**src/daq_io_pkg.sv**
```systemverilog
/*
  Package for the board's host I/O register decode: register offsets,
  address field positions, interrupt line selection codes and carriers.
  Assumes an 8-bit host I/O channel with a 10-bit I/O address.
*/
package daq_io_pkg;

  localparam int ADDR_W  = 10;
  localparam int DATA_W  = 8;
  localparam int OFS_W   = 5;
  localparam int BASE_W  = 5;
  localparam int ADC_W   = 12;
  localparam int IRQ_N   = 6;

  // Register offsets within the board's window.
  localparam logic [OFS_W-1:0] OFS_CMD1_STAT1 = 5'h00;
  localparam logic [OFS_W-1:0] OFS_CLR_STAT2  = 5'h01;
  localparam logic [OFS_W-1:0] OFS_FIFO_LO    = 5'h02;
  localparam logic [OFS_W-1:0] OFS_FIFO_HI    = 5'h03;
  localparam logic [OFS_W-1:0] OFS_DOUT       = 5'h04;
  localparam logic [OFS_W-1:0] OFS_CMD3_DIN   = 5'h05;
  localparam logic [OFS_W-1:0] OFS_TMR_CLR    = 5'h06;
  localparam logic [OFS_W-1:0] OFS_CMD2       = 5'h07;
  localparam logic [OFS_W-1:0] OFS_CNT0       = 5'h08;
  localparam logic [OFS_W-1:0] OFS_CNT1       = 5'h09;
  localparam logic [OFS_W-1:0] OFS_CNT2       = 5'h0A;
  localparam logic [OFS_W-1:0] OFS_CNT_MODE   = 5'h0B;

  // Address field positions: register select and base compare.
  localparam int OFS_LSB  = 0;
  localparam int BASE_LSB = 5;

  // Lowest legal base address field (0x100 >> 5).
  localparam logic [BASE_W-1:0] BASE_MIN = 5'h08;

  // Interrupt line selection codes; any other code means no line.
  localparam logic [2:0] IRQ_SEL_NONE = 3'h0;
  localparam logic [2:0] IRQ_SEL_3    = 3'h1;
  localparam logic [2:0] IRQ_SEL_4    = 3'h2;
  localparam logic [2:0] IRQ_SEL_5    = 3'h3;
  localparam logic [2:0] IRQ_SEL_6    = 3'h4;
  localparam logic [2:0] IRQ_SEL_7    = 3'h5;
  localparam logic [2:0] IRQ_SEL_9    = 3'h6;
  localparam logic [2:0] IRQ_SEL_DEF  = IRQ_SEL_5;

  localparam logic [DATA_W-1:0] REG_RST  = 8'h00;
  localparam logic [DATA_W-1:0] READ_IDLE = 8'hFF;

  // Host bus cycle as seen by the board.
  typedef struct packed {
    logic [ADDR_W-1:0] addr;
    logic [DATA_W-1:0] wdata;
    logic              rd;
    logic              wr;
  } host_cycle_t;

  // One-cycle event strobes toward the board's function blocks.
  typedef struct packed {
    logic adc_clear;
    logic timer_irq_clear;
    logic fifo_lo_read;
    logic fifo_hi_read;
    logic cnt_mode_wr;
    logic [2:0] cnt_wr;
    logic [2:0] cnt_rd;
  } event_t;

endpackage

```
**src/irq_line_steer.sv**
```systemverilog
/*
  Steers one board interrupt request onto at most one of six host lines.
  Assumes the selection code is a stable jumper setting.
*/
`timescale 1ns/10ps
`default_nettype none
module irq_line_steer
  import daq_io_pkg::*;
(
  input  wire logic             clk,
  input  wire logic             arst_n,
  input  wire logic [2:0]       sel,
  input  wire logic             req,
  output logic [IRQ_N-1:0]      irq_out
);

  // Registered so the line never glitches during a jumper change.
  always_ff @(posedge clk or negedge arst_n) begin
    if (!arst_n) begin
      irq_out <= '0;
    end else begin
      irq_out <= '0;
      case (sel)
        IRQ_SEL_3: irq_out[0] <= req;
        IRQ_SEL_4: irq_out[1] <= req;
        IRQ_SEL_5: irq_out[2] <= req;
        IRQ_SEL_6: irq_out[3] <= req;
        IRQ_SEL_7: irq_out[4] <= req;
        IRQ_SEL_9: irq_out[5] <= req;
        default:   irq_out <= '0; // No line selected: stay quiet.
      endcase
    end
  end

  chk_irq_onehot: assert property (@(posedge clk) disable iff (!arst_n) $onehot0(irq_out))
    else $error("more than one interrupt line driven");
  chk_irq_none: assert property (@(posedge clk) disable iff (!arst_n)
    $past(sel) == IRQ_SEL_NONE |-> irq_out == '0)
    else $error("interrupt driven with no line selected");

endmodule
`default_nettype wire

```
**src/daq_io_decode.sv**
```systemverilog
/*
  Host I/O register decode for a data-acquisition board: thirty-two byte
  offsets above a switch-selected base, with separate read and write maps.
  Assumes host strobes are one-cycle pulses synchronous to clk and that
  the converter, counter chip and digital port sit outside this block.
*/
// What this block does
// - The interrupt request goes to exactly one chosen line among IRQ3 to IRQ7 and IRQ9.
// - With no line chosen, no interrupt line is asserted, except IRQ5 in the first clock after reset.
// - The interrupt line chosen in the first clock after reset is IRQ5; after that the irq_sel jumper chooses it.
// - Offset 0 writes command one and reads status one, offset 7 is command two both ways, offset 5 writes command three, offset 1 reads status two.
// - Offsets 2 and 3 read the low and high FIFO bytes, and a write to offset 1 clears the converter.
// - Offsets 8, 9 and A reach counter data both ways and offset B writes the counter mode.
// - A write to offset 6 clears the pending timer interrupt.
// - A write to offset 4 sets the digital output byte and a read at offset 5 returns the digital input byte.
// - Every register is one byte and wider values take two byte accesses.
// - The host data path is eight bits wide.
// - Conversion codes are 12 bits and the range meaning is left to software.
// - A4 to A0 select the register and A9 to A5 are compared with the base switches.
// - A write to offset 1 or 6 fires the event and its data is ignored; writes to offsets 8 to B also load their byte into cnt_wdata.
`timescale 1ns/10ps
`default_nettype none
module daq_io_decode
  import daq_io_pkg::*;
(
  input  wire logic                clk,
  input  wire logic                arst_n,
  input  wire host_cycle_t         host,
  input  wire logic [BASE_W-1:0]   base_sw,
  input  wire logic [2:0]          irq_sel,
  output logic [DATA_W-1:0]        rdata,
  output logic                     rdata_oe,
  input  wire logic [DATA_W-1:0]   status_one,
  input  wire logic [DATA_W-1:0]   status_two,
  input  wire logic [ADC_W-1:0]    fifo_code,
  input  wire logic [DATA_W-1:0]   digital_in,
  input  wire logic [DATA_W-1:0]   cnt_rdata,
  output logic [DATA_W-1:0]        cnt_wdata,
  input  wire logic                board_irq,
  output logic [DATA_W-1:0]        command_one,
  output logic [DATA_W-1:0]        command_two,
  output logic [DATA_W-1:0]        command_three,
  output logic [DATA_W-1:0]        digital_out,
  output event_t                   events,
  output logic [IRQ_N-1:0]         irq_out
);

  logic              hit;
  logic [OFS_W-1:0]  ofs;
  logic              rd_hit;
  logic              wr_hit;
  logic [DATA_W-1:0] nxt_rdata;
  logic              nxt_rdata_oe;
  logic [2:0]        irq_sel_ff;
  logic [DATA_W-1:0] fifo_hi_hold_ff;

  // Base compare on the upper lines, register select on the lower five.
  // The low base window is refused even if the switches point there.
  assign ofs    = host.addr[OFS_LSB +: OFS_W];
  assign hit    = (host.addr[BASE_LSB +: BASE_W] == base_sw) && (base_sw >= BASE_MIN);
  assign rd_hit = hit && host.rd;
  assign wr_hit = hit && host.wr;

  // Interrupt selection defaults to line five and then follows the jumper.
  // Capturing it on a clock keeps the async reset constant-only.
  always_ff @(posedge clk or negedge arst_n) begin
    if (!arst_n) begin
      irq_sel_ff <= IRQ_SEL_DEF;
    end else begin
      irq_sel_ff <= irq_sel;
    end
  end

  irq_line_steer u_irq (
    .clk     (clk),
    .arst_n  (arst_n),
    .sel     (irq_sel_ff),
    .req     (board_irq),
    .irq_out (irq_out)
  );

  // Write-side byte registers; each holds exactly one host byte.
  always_ff @(posedge clk or negedge arst_n) begin
    if (!arst_n) begin
      command_one   <= REG_RST;
      command_two   <= REG_RST;
      command_three <= REG_RST;
      digital_out   <= REG_RST;
      cnt_wdata     <= REG_RST;
    end else if (wr_hit) begin
      case (ofs)
        OFS_CMD1_STAT1: command_one   <= host.wdata;
        OFS_CMD2:       command_two   <= host.wdata;
        OFS_CMD3_DIN:   command_three <= host.wdata;
        OFS_DOUT:       digital_out   <= host.wdata;
        OFS_CNT0, OFS_CNT1, OFS_CNT2, OFS_CNT_MODE:
                        cnt_wdata     <= host.wdata;
        default:        ;
      endcase
    end
  end

  // Event strobes last one cycle; the written byte never reaches them.
  always_ff @(posedge clk or negedge arst_n) begin
    if (!arst_n) begin
      events <= '0;
    end else begin
      events                 <= '0;
      events.adc_clear       <= wr_hit && (ofs == OFS_CLR_STAT2);
      events.timer_irq_clear <= wr_hit && (ofs == OFS_TMR_CLR);
      events.cnt_mode_wr     <= wr_hit && (ofs == OFS_CNT_MODE);
      events.fifo_lo_read    <= rd_hit && (ofs == OFS_FIFO_LO);
      events.fifo_hi_read    <= rd_hit && (ofs == OFS_FIFO_HI);
      events.cnt_wr[0]       <= wr_hit && (ofs == OFS_CNT0);
      events.cnt_wr[1]       <= wr_hit && (ofs == OFS_CNT1);
      events.cnt_wr[2]       <= wr_hit && (ofs == OFS_CNT2);
      events.cnt_rd[0]       <= rd_hit && (ofs == OFS_CNT0);
      events.cnt_rd[1]       <= rd_hit && (ofs == OFS_CNT1);
      events.cnt_rd[2]       <= rd_hit && (ofs == OFS_CNT2);
    end
  end

  // The high byte is latched when the low byte is read, so a FIFO that
  // advances on the low read still pairs the two halves of one code.
  always_ff @(posedge clk or negedge arst_n) begin
    if (!arst_n) begin
      fifo_hi_hold_ff <= REG_RST;
    end else if (rd_hit && (ofs == OFS_FIFO_LO)) begin
      fifo_hi_hold_ff <= {{(2*DATA_W-ADC_W){1'b0}}, fifo_code[ADC_W-1:DATA_W]};
    end
  end

  // Read map; write-only offsets answer with idle data and touch nothing.
  // The map is applied only on a read hit, so an idle bus or a cycle aimed
  // at another card always shows the idle byte and leaks no register.
  always_comb begin
    nxt_rdata    = READ_IDLE;
    nxt_rdata_oe = rd_hit;
    if (rd_hit) begin
      case (ofs)
        OFS_CMD1_STAT1: nxt_rdata = status_one;
        OFS_CLR_STAT2:  nxt_rdata = status_two;
        OFS_FIFO_LO:    nxt_rdata = fifo_code[DATA_W-1:0];
        OFS_FIFO_HI:    nxt_rdata = fifo_hi_hold_ff;
        OFS_CMD3_DIN:   nxt_rdata = digital_in;
        OFS_CMD2:       nxt_rdata = command_two;
        OFS_CNT0, OFS_CNT1, OFS_CNT2:
                        nxt_rdata = cnt_rdata;
        default:        nxt_rdata = READ_IDLE;
      endcase
    end
  end

  // Registered byte-wide read data path.
  always_ff @(posedge clk or negedge arst_n) begin
    if (!arst_n) begin
      rdata    <= READ_IDLE;
      rdata_oe <= 1'b0;
    end else begin
      rdata    <= nxt_rdata;
      rdata_oe <= nxt_rdata_oe;
    end
  end

  chk_cmd1_load: assert property (@(posedge clk) disable iff (!arst_n)
    wr_hit && ofs == OFS_CMD1_STAT1 |=> command_one == $past(host.wdata))
    else $error("command one not loaded");
  chk_cmd2_readback: assert property (@(posedge clk) disable iff (!arst_n)
    rd_hit && ofs == OFS_CMD2 |=> rdata == $past(command_two) && rdata_oe)
    else $error("command two readback wrong");
  chk_adc_clear: assert property (@(posedge clk) disable iff (!arst_n)
    events.adc_clear |-> $past(wr_hit) && $past(ofs) == OFS_CLR_STAT2)
    else $error("converter clear without its write");
  chk_timer_clear: assert property (@(posedge clk) disable iff (!arst_n)
    wr_hit && ofs == OFS_TMR_CLR |=> events.timer_irq_clear ##1 !events.timer_irq_clear)
    else $error("timer clear strobe wrong");
  chk_dout_hold: assert property (@(posedge clk) disable iff (!arst_n)
    !(wr_hit && ofs == OFS_DOUT) |=> $stable(digital_out))
    else $error("digital output changed without a write");
  chk_din_read: assert property (@(posedge clk) disable iff (!arst_n)
    rd_hit && ofs == OFS_CMD3_DIN |=> rdata == $past(digital_in))
    else $error("digital input not returned");
  chk_cnt_mode: assert property (@(posedge clk) disable iff (!arst_n)
    wr_hit && ofs == OFS_CNT_MODE |=> events.cnt_mode_wr && cnt_wdata == $past(host.wdata))
    else $error("counter mode write lost");
  chk_fifo_pair: assert property (@(posedge clk) disable iff (!arst_n)
    rd_hit && ofs == OFS_FIFO_LO |=> fifo_hi_hold_ff[ADC_W-DATA_W-1:0] == $past(fifo_code[ADC_W-1:DATA_W]))
    else $error("high byte not paired with low byte");
  chk_base_miss: assert property (@(posedge clk) disable iff (!arst_n)
    !hit |=> !rdata_oe && $stable(command_one) && !events.adc_clear)
    else $error("access outside base window acted");
  chk_wo_read: assert property (@(posedge clk) disable iff (!arst_n)
    rd_hit && !wr_hit && (ofs == OFS_DOUT || ofs == OFS_TMR_CLR) |=> $stable(digital_out) && !events.timer_irq_clear)
    else $error("read of write-only location had effect");
  chk_irq_default: assert property (@(posedge clk) disable iff (!arst_n)
    $rose(arst_n) |-> irq_sel_ff == IRQ_SEL_DEF)
    else $error("interrupt selection not default after reset");

endmodule
`default_nettype wire

```
**config.mk**
```make
export PLATFORM = sky130hd
export DESIGN_NAME = daq_io_decode
export DESIGN_NICKNAME = d
export VERILOG_FILES = /design/src/daq_io_pkg.sv /design/src/irq_line_steer.sv /design/src/daq_io_decode.sv
export SDC_FILE = /design/constraint.sdc
export NUM_CORES = 1
export LEC_CHECK = 0
export BUFFER_PORTS_ARGS = -buffer_cell sky130_fd_sc_hd__buf_4
export CAP_MARGIN = 25
export CORE_AREA = 2 2 97 81
export DETAILED_ROUTE_END_ITERATION = 12
export DIE_AREA = 0 0 99 83
export HOLD_SLACK_MARGIN = 0.03
export PLACE_DENSITY = 0.79
export SETUP_SLACK_MARGIN = 0.2
export SKIP_LAST_GASP = 1
export SLEW_MARGIN = 20
export SYNTH_ARGS = -nofsm -noshare
export SYNTH_HDL_FRONTEND = slang
export SYNTH_SLANG_ARGS = --single-unit
export TNS_END_PERCENT = 5
```
**constraint.sdc**
```tcl
create_clock -name clk -period 1.4 [get_ports clk]
set_clock_uncertainty 0.1 [all_clocks]
set_input_delay 0.07 -clock clk [delete_from_list [all_inputs] [get_ports clk]]
set_output_delay 0.07 -clock clk [all_outputs]
set_load 0.02 [all_outputs]
```
* Word-level counts from Yosys, hierarchy flattened *
Cells that the tools add are included.

operators by class
  $lt $le $gt $ge = 1
  eq/ne operators = 18
  muxes and demuxes = 8
  reduce and logical (&&, ||, !) cells = 22

operators by type and width
  cell                                                  number
  case mux 8 bit (7 select lines)                       1
  equality test 5 x 3 -> 1 bit (second input constant)  4
  equality test 5 x 4 -> 1 bit (second input constant)  4
  logical AND 1 bit                                     14
  equality test 5 x 2 -> 1 bit (second input constant)  2
  AND reduction 2 bit                                   5
  equality test 3 bit (second input constant)           3
  two-way mux 8 bit                                     1
  equality test 3 x 2 -> 1 bit (second input constant)  2
  two-way mux 1 bit                                     6
  equality test 5 x 1 -> 1 bit (second input constant)  1
  equality test 5 bit                                   1
  >= comparator 5 x 4 -> 1 bit (second input constant)  1
  zero test 5 bit                                       1
  OR reduction 4 bit                                    1
  equality test 3 x 1 -> 1 bit (second input constant)  1
  OR reduction 3 bit                                    1

word-level totals
  bits in registers = 73
  bits of input ports = 75
  output and inout bits = 66

* Depth between registers and ports, before layout *
  word-level depth = 4
  mapped depth = 6

* By module *
From an unflattened synthesis, not the netlist that was laid out.

second synthesis, totals
  cell total of the unflattened synthesis = 241
  area, all modules = 3256.9 µm²

by module, submodules not included
  module          instances  cells an instance  area each (µm²)
  daq_io_decode   1          229                3037.9
  irq_line_steer  1          12                 219.0

* Worst setup path after synthesis *
Ideal clock, no wire load.

  path type = input port to flip-flop
  start = input host[13] (netlist bit)
  end = register fifo_hi_hold_ff[0]
  arrival = 1.346 ns
  required time = 1.175 ns
  setup slack = -0.171 ns
  stages = 5
  path buffers = 1
  path through = or2_1 clkbuf_1 or3_4 nor3_4 mux2_2

on the way
  cells in the longest elaborated chain, start to end = 2

ends and longest elaborated chain
  element                       line                  text
  start: declaration            daq_io_decode.sv:28   input wire host_cycle_t host,
  equality test 5 x 2 -> 1 bit  daq_io_decode.sv:128  end else if (rd_hit && (ofs == OFS_FIFO_LO)) begin
  logical AND 1 bit             daq_io_decode.sv:128
  end signal: assignment        daq_io_decode.sv:129  fifo_hi_hold_ff <= {{(2*DATA_W-ADC_W){1'b0}}, fifo_code[ADC_W-1:DATA_W]};
  end: declaration              daq_io_decode.sv:55   logic [DATA_W-1:0] fifo_hi_hold_ff;

No other way between the ends.
A chain may end at the register's enable or synchronous reset.

* Worst setup path in the final report *
  start = register fifo_hi_hold_ff[2]
  end = register rdata[2]

on the way
  cells in the longest elaborated chain, start to end = 2

ends and longest elaborated chain
  element                          line                  text
  case mux 8 bit (7 select lines)  daq_io_decode.sv:140  case (ofs)
  two-way mux 8 bit                daq_io_decode.sv:139  if (rd_hit) begin
  named net nxt_rdata[2]           daq_io_decode.sv:52   logic [DATA_W-1:0] nxt_rdata;
  end signal: assignment           daq_io_decode.sv:160  rdata <= nxt_rdata;
  end: declaration                 daq_io_decode.sv:31   output logic [DATA_W-1:0] rdata,

The timed path passes the listed nets, and every way through them passes these cells.

==> flow_summary_export.csv <==
group,metric,value,unit
run_status,status,"finished, violations left",
run_status,violations,"setup timing",
grt,grt_pass1_wl,15.4,mm
synth,synth_area_leaders,"dfrtp_1 (50%), mux2_2 (16%), dfstp_2 (8.3%), mux4_2 (2.1%), mux2i_1 (1.9%)",
synth,synth.avg_cell_area,13.7,um2
setup_path,slowest_delay,480,ps
clock_network,cts.path.max_buffers,2,
clock_network,numCtsBuffers,9,
sta,finalHoldViolations,0,
pwr,p_per_area,821,nW/um2
synth,synthCells,231,
detailed_routing,final_antenna_net_count,0,
detailed_routing,drtIter0Drc,142,
sta,setup_ws,-209,ps
clock_network,cts.sinks,73,
sta,fin_crit,1610,ps
synth,yosysMostFrequentCell,"dfrtp_1",
pwr,ir_worst_vdd,0.000757,V
layout,drive_gt1_share,58.7,%
setup_path,critPathSlowestCell,"mux4_2",
clock_network,clk_latency,340,ps
pwr,p_leak,2.66,nW
sta,fmax,0.621,GHz
clock_network,cts_tree,"built",
detailed_routing,detail_route.wirelength,9.55,mm
synth,ys_seq_elements,73,
place,gp_congestion,0.840,
place,dp.cells,498,
synth,ys_dominant_reg_cell,"dfrtp_1",
setup_path,critPathRequiredTime,1570,ps
setup_path,cp_max_fo,2,
sta,finalMaxSlewViolations,0,
place,dpl.hpwl,7.16,mm
synth,synthArstFlopShare,100,%
synth,synth_top_cell_by_area,"dfrtp_1",
grt,globalRouteTotalUtil,24.1,%
pwr,finalPower,4.25,mW
sta,setup_viol_count_final,9,
layout,antenna_cells,0,
synth,ys_types,41,
layout,nets,531,
die,core-area,7180,um2
detailed_routing,dr.pass1.iters,4,
sta,tightest_slew,388,ps
synth,ys_warn_count,0,
clock_network,cts_resized,0,
layout,fill_cells,501,
die,die-height,83,um
detailed_routing,wl_per_cell,17.4,um
synth,syn_area,3170,um2
clock_network,cts-root-buf,"clkbuf_8",
grt,antenna_found_initial,0,
die,rows,28,
job,cap_viol_max_count,0,
clock_network,postCtsSetupBuffers,0,
sta,relSlewSlack,73.9,%
setup_path,start_kind,"flip-flop",
die,die_w,99,um
setup_path,worstPathArrival,1770,ps
die,dieArea,8220,um2
detailed_routing,routed-via-count,2797,
layout,area_growth,63.4,%
detailed_routing,drc_errors,0,
grt,grt_pass1_vias,3019,
synth,synth-edff-count,0,
place,port_buffers,140,
die,io_pins,141,
setup_path,path_cells,"mux4_2, a222oi_1, buf_4, nand3_1",
setup_path,cp.buffers_inverters,1,
place,dpl_worst_slack,-295,ps
detailed_routing,routed_via_density,5.09,
synth,synthTopCellsByCount,"dfrtp_1 (63), mux2_2 (45), nand2_1 (15), dfstp_2 (10), nor2_1 (10)",
sta,rsz0062_at_grt,"yes",
synth,ys_seq_area_share,58.1,%
synth,synth_nets,306,
setup_path,end_kind,"flip-flop",
layout,finalNonFillerCells,550,
die,initial_core_util,44.1,%
min_path,hp-class,"input port to flip-flop",
grt,overflow,0,
setup_path,crit_type,"flip-flop to flip-flop",
synth,synth_top_area_share,49.8,%
clock_network,cts.clk_slew.worst_paths,80,ps
clock_network,htree_levels,3,
sta,post-route-period-util,115,%
grt,grt_max_degree,51,
setup_path,cp_top_family,"multiplexers",
## report_power, final
group | switching [mW] | internal [mW]
registers | 0.0225 | 2.15
logic | 0.302 | 0.384
clock network | 0.759 | 0.630
total | 1.08 | 3.16
## final cells by class
class / instances / area (um2) / share of cell area (%)
sequential: 73 / 1840 / 35.6
timing repair buffer: 222 / 1770 / 34.2
multi-input combinational: 148 / 1280 / 24.8
clock buffer: 10 / 128 / 2.47
tap: 90 / 113 / 2.18
clock inverter: 5 / 33.8 / 0.653
inverter: 2 / 7.51 / 0.145
## flip-flops by register name, summed over array words and instances (netlist names)
name,cells
events,11
command_two,8
rdata,8
fifo_hi_hold_ff,4
rdata_oe,1
command_one,8
u_irq.irq_out,6
irq_sel_ff,3
command_three,8
cnt_wdata,8
digital_out,8
## placed cells by master, fill, tap and decap left out, drive strengths merged, types with 4 or more instances in the layout
master	synthesis	final
nand3	5	5
mux2	45	45
nor2	10	10
buf	2	185
clkbuf	6	10
a222oi	5	5
dlygate4sd3	0	37
mux2i	6	6
dfrtp	63	63
nor3	10	10
dfstp	10	10
nand2b	4	4
nand4	8	8
nand2	15	15
xnor2	4	4
nor4	5	5
## path summary, 6_finish.rpt
path	from	end	slack [ps]	cells past startpoint
max in group asynchronous	arst_n	fifo_hi_hold_ff[1]	310	3
worst min-delay path	host[10]	events[9]	50	4
worst max-delay path	fifo_hi_hold_ff[2]	rdata[2]	-210	4
min in group asynchronous	arst_n	rdata[0]	150	2
worst min register to register	irq_sel_ff[2]	u_irq.irq_out[1]	380	1
worst max register to register	fifo_hi_hold_ff[2]	rdata[2]	-210	4
## kinds of logic (layout without fill, tap and decap cells)
kind of cell | after synthesis | after routing | share of synthesized area, %
AOI/OAI and AO/OA | 17 | 17 | 4.62
muxes | 54 | 54 | 20.0
buffers and inverters | 10 | 239 | 1.46
xor gates and xnor gates | 4 | 4 | 1.11
and+or+nand+nor | 73 | 73 | 14.7
DFF | 73 | 73 | 58.1
## tightest hold or removal path: stages
cell    delay [ps]
buf_4           90
or2b_1         120
buf_4          110
nor4_1          50
## through the flow
| step | instance area [um2] | util [%] | hold slack (ps) | setup TNS [ps] |
|---|---|---|---|---|
| 3_3_place_gp | 4640 | 64.6 | -196 | -11610 |
| 2_1_floorplan | 3170 | - | -326 | -3740 |
| 6_report | 5170 | 72.0 | 52.1 | -738 |
| 5_1_grt | 5170 | 72.0 | 38.0 | -1340 |
| 4_1_cts | 5170 | 72.0 | 31.3 | -591 |
| 3_5_place_dp | 4640 | 64.6 | -189 | -13230 |
## layer usage
layer | part of all wire [%] | global-route usage (%) | up-vias
li1 | - | - | 1302
met1 | 41 | 30.4 | 1372
met2 | 50 | 40.4 | 113
met3 | 8.1 | 7.58 | 10
met4 | 1.2 | 6.35 | 0
met5 | 0 | 0 | -
## what timing repair did
action                                  in CTS  in global routing
hold buffers                                37                  0
pin swaps                                    0                  0
endpoints found under the setup margin      52                 57
hold endpoints to repair                   139                  0
Power figures use the tool's default switching activity.
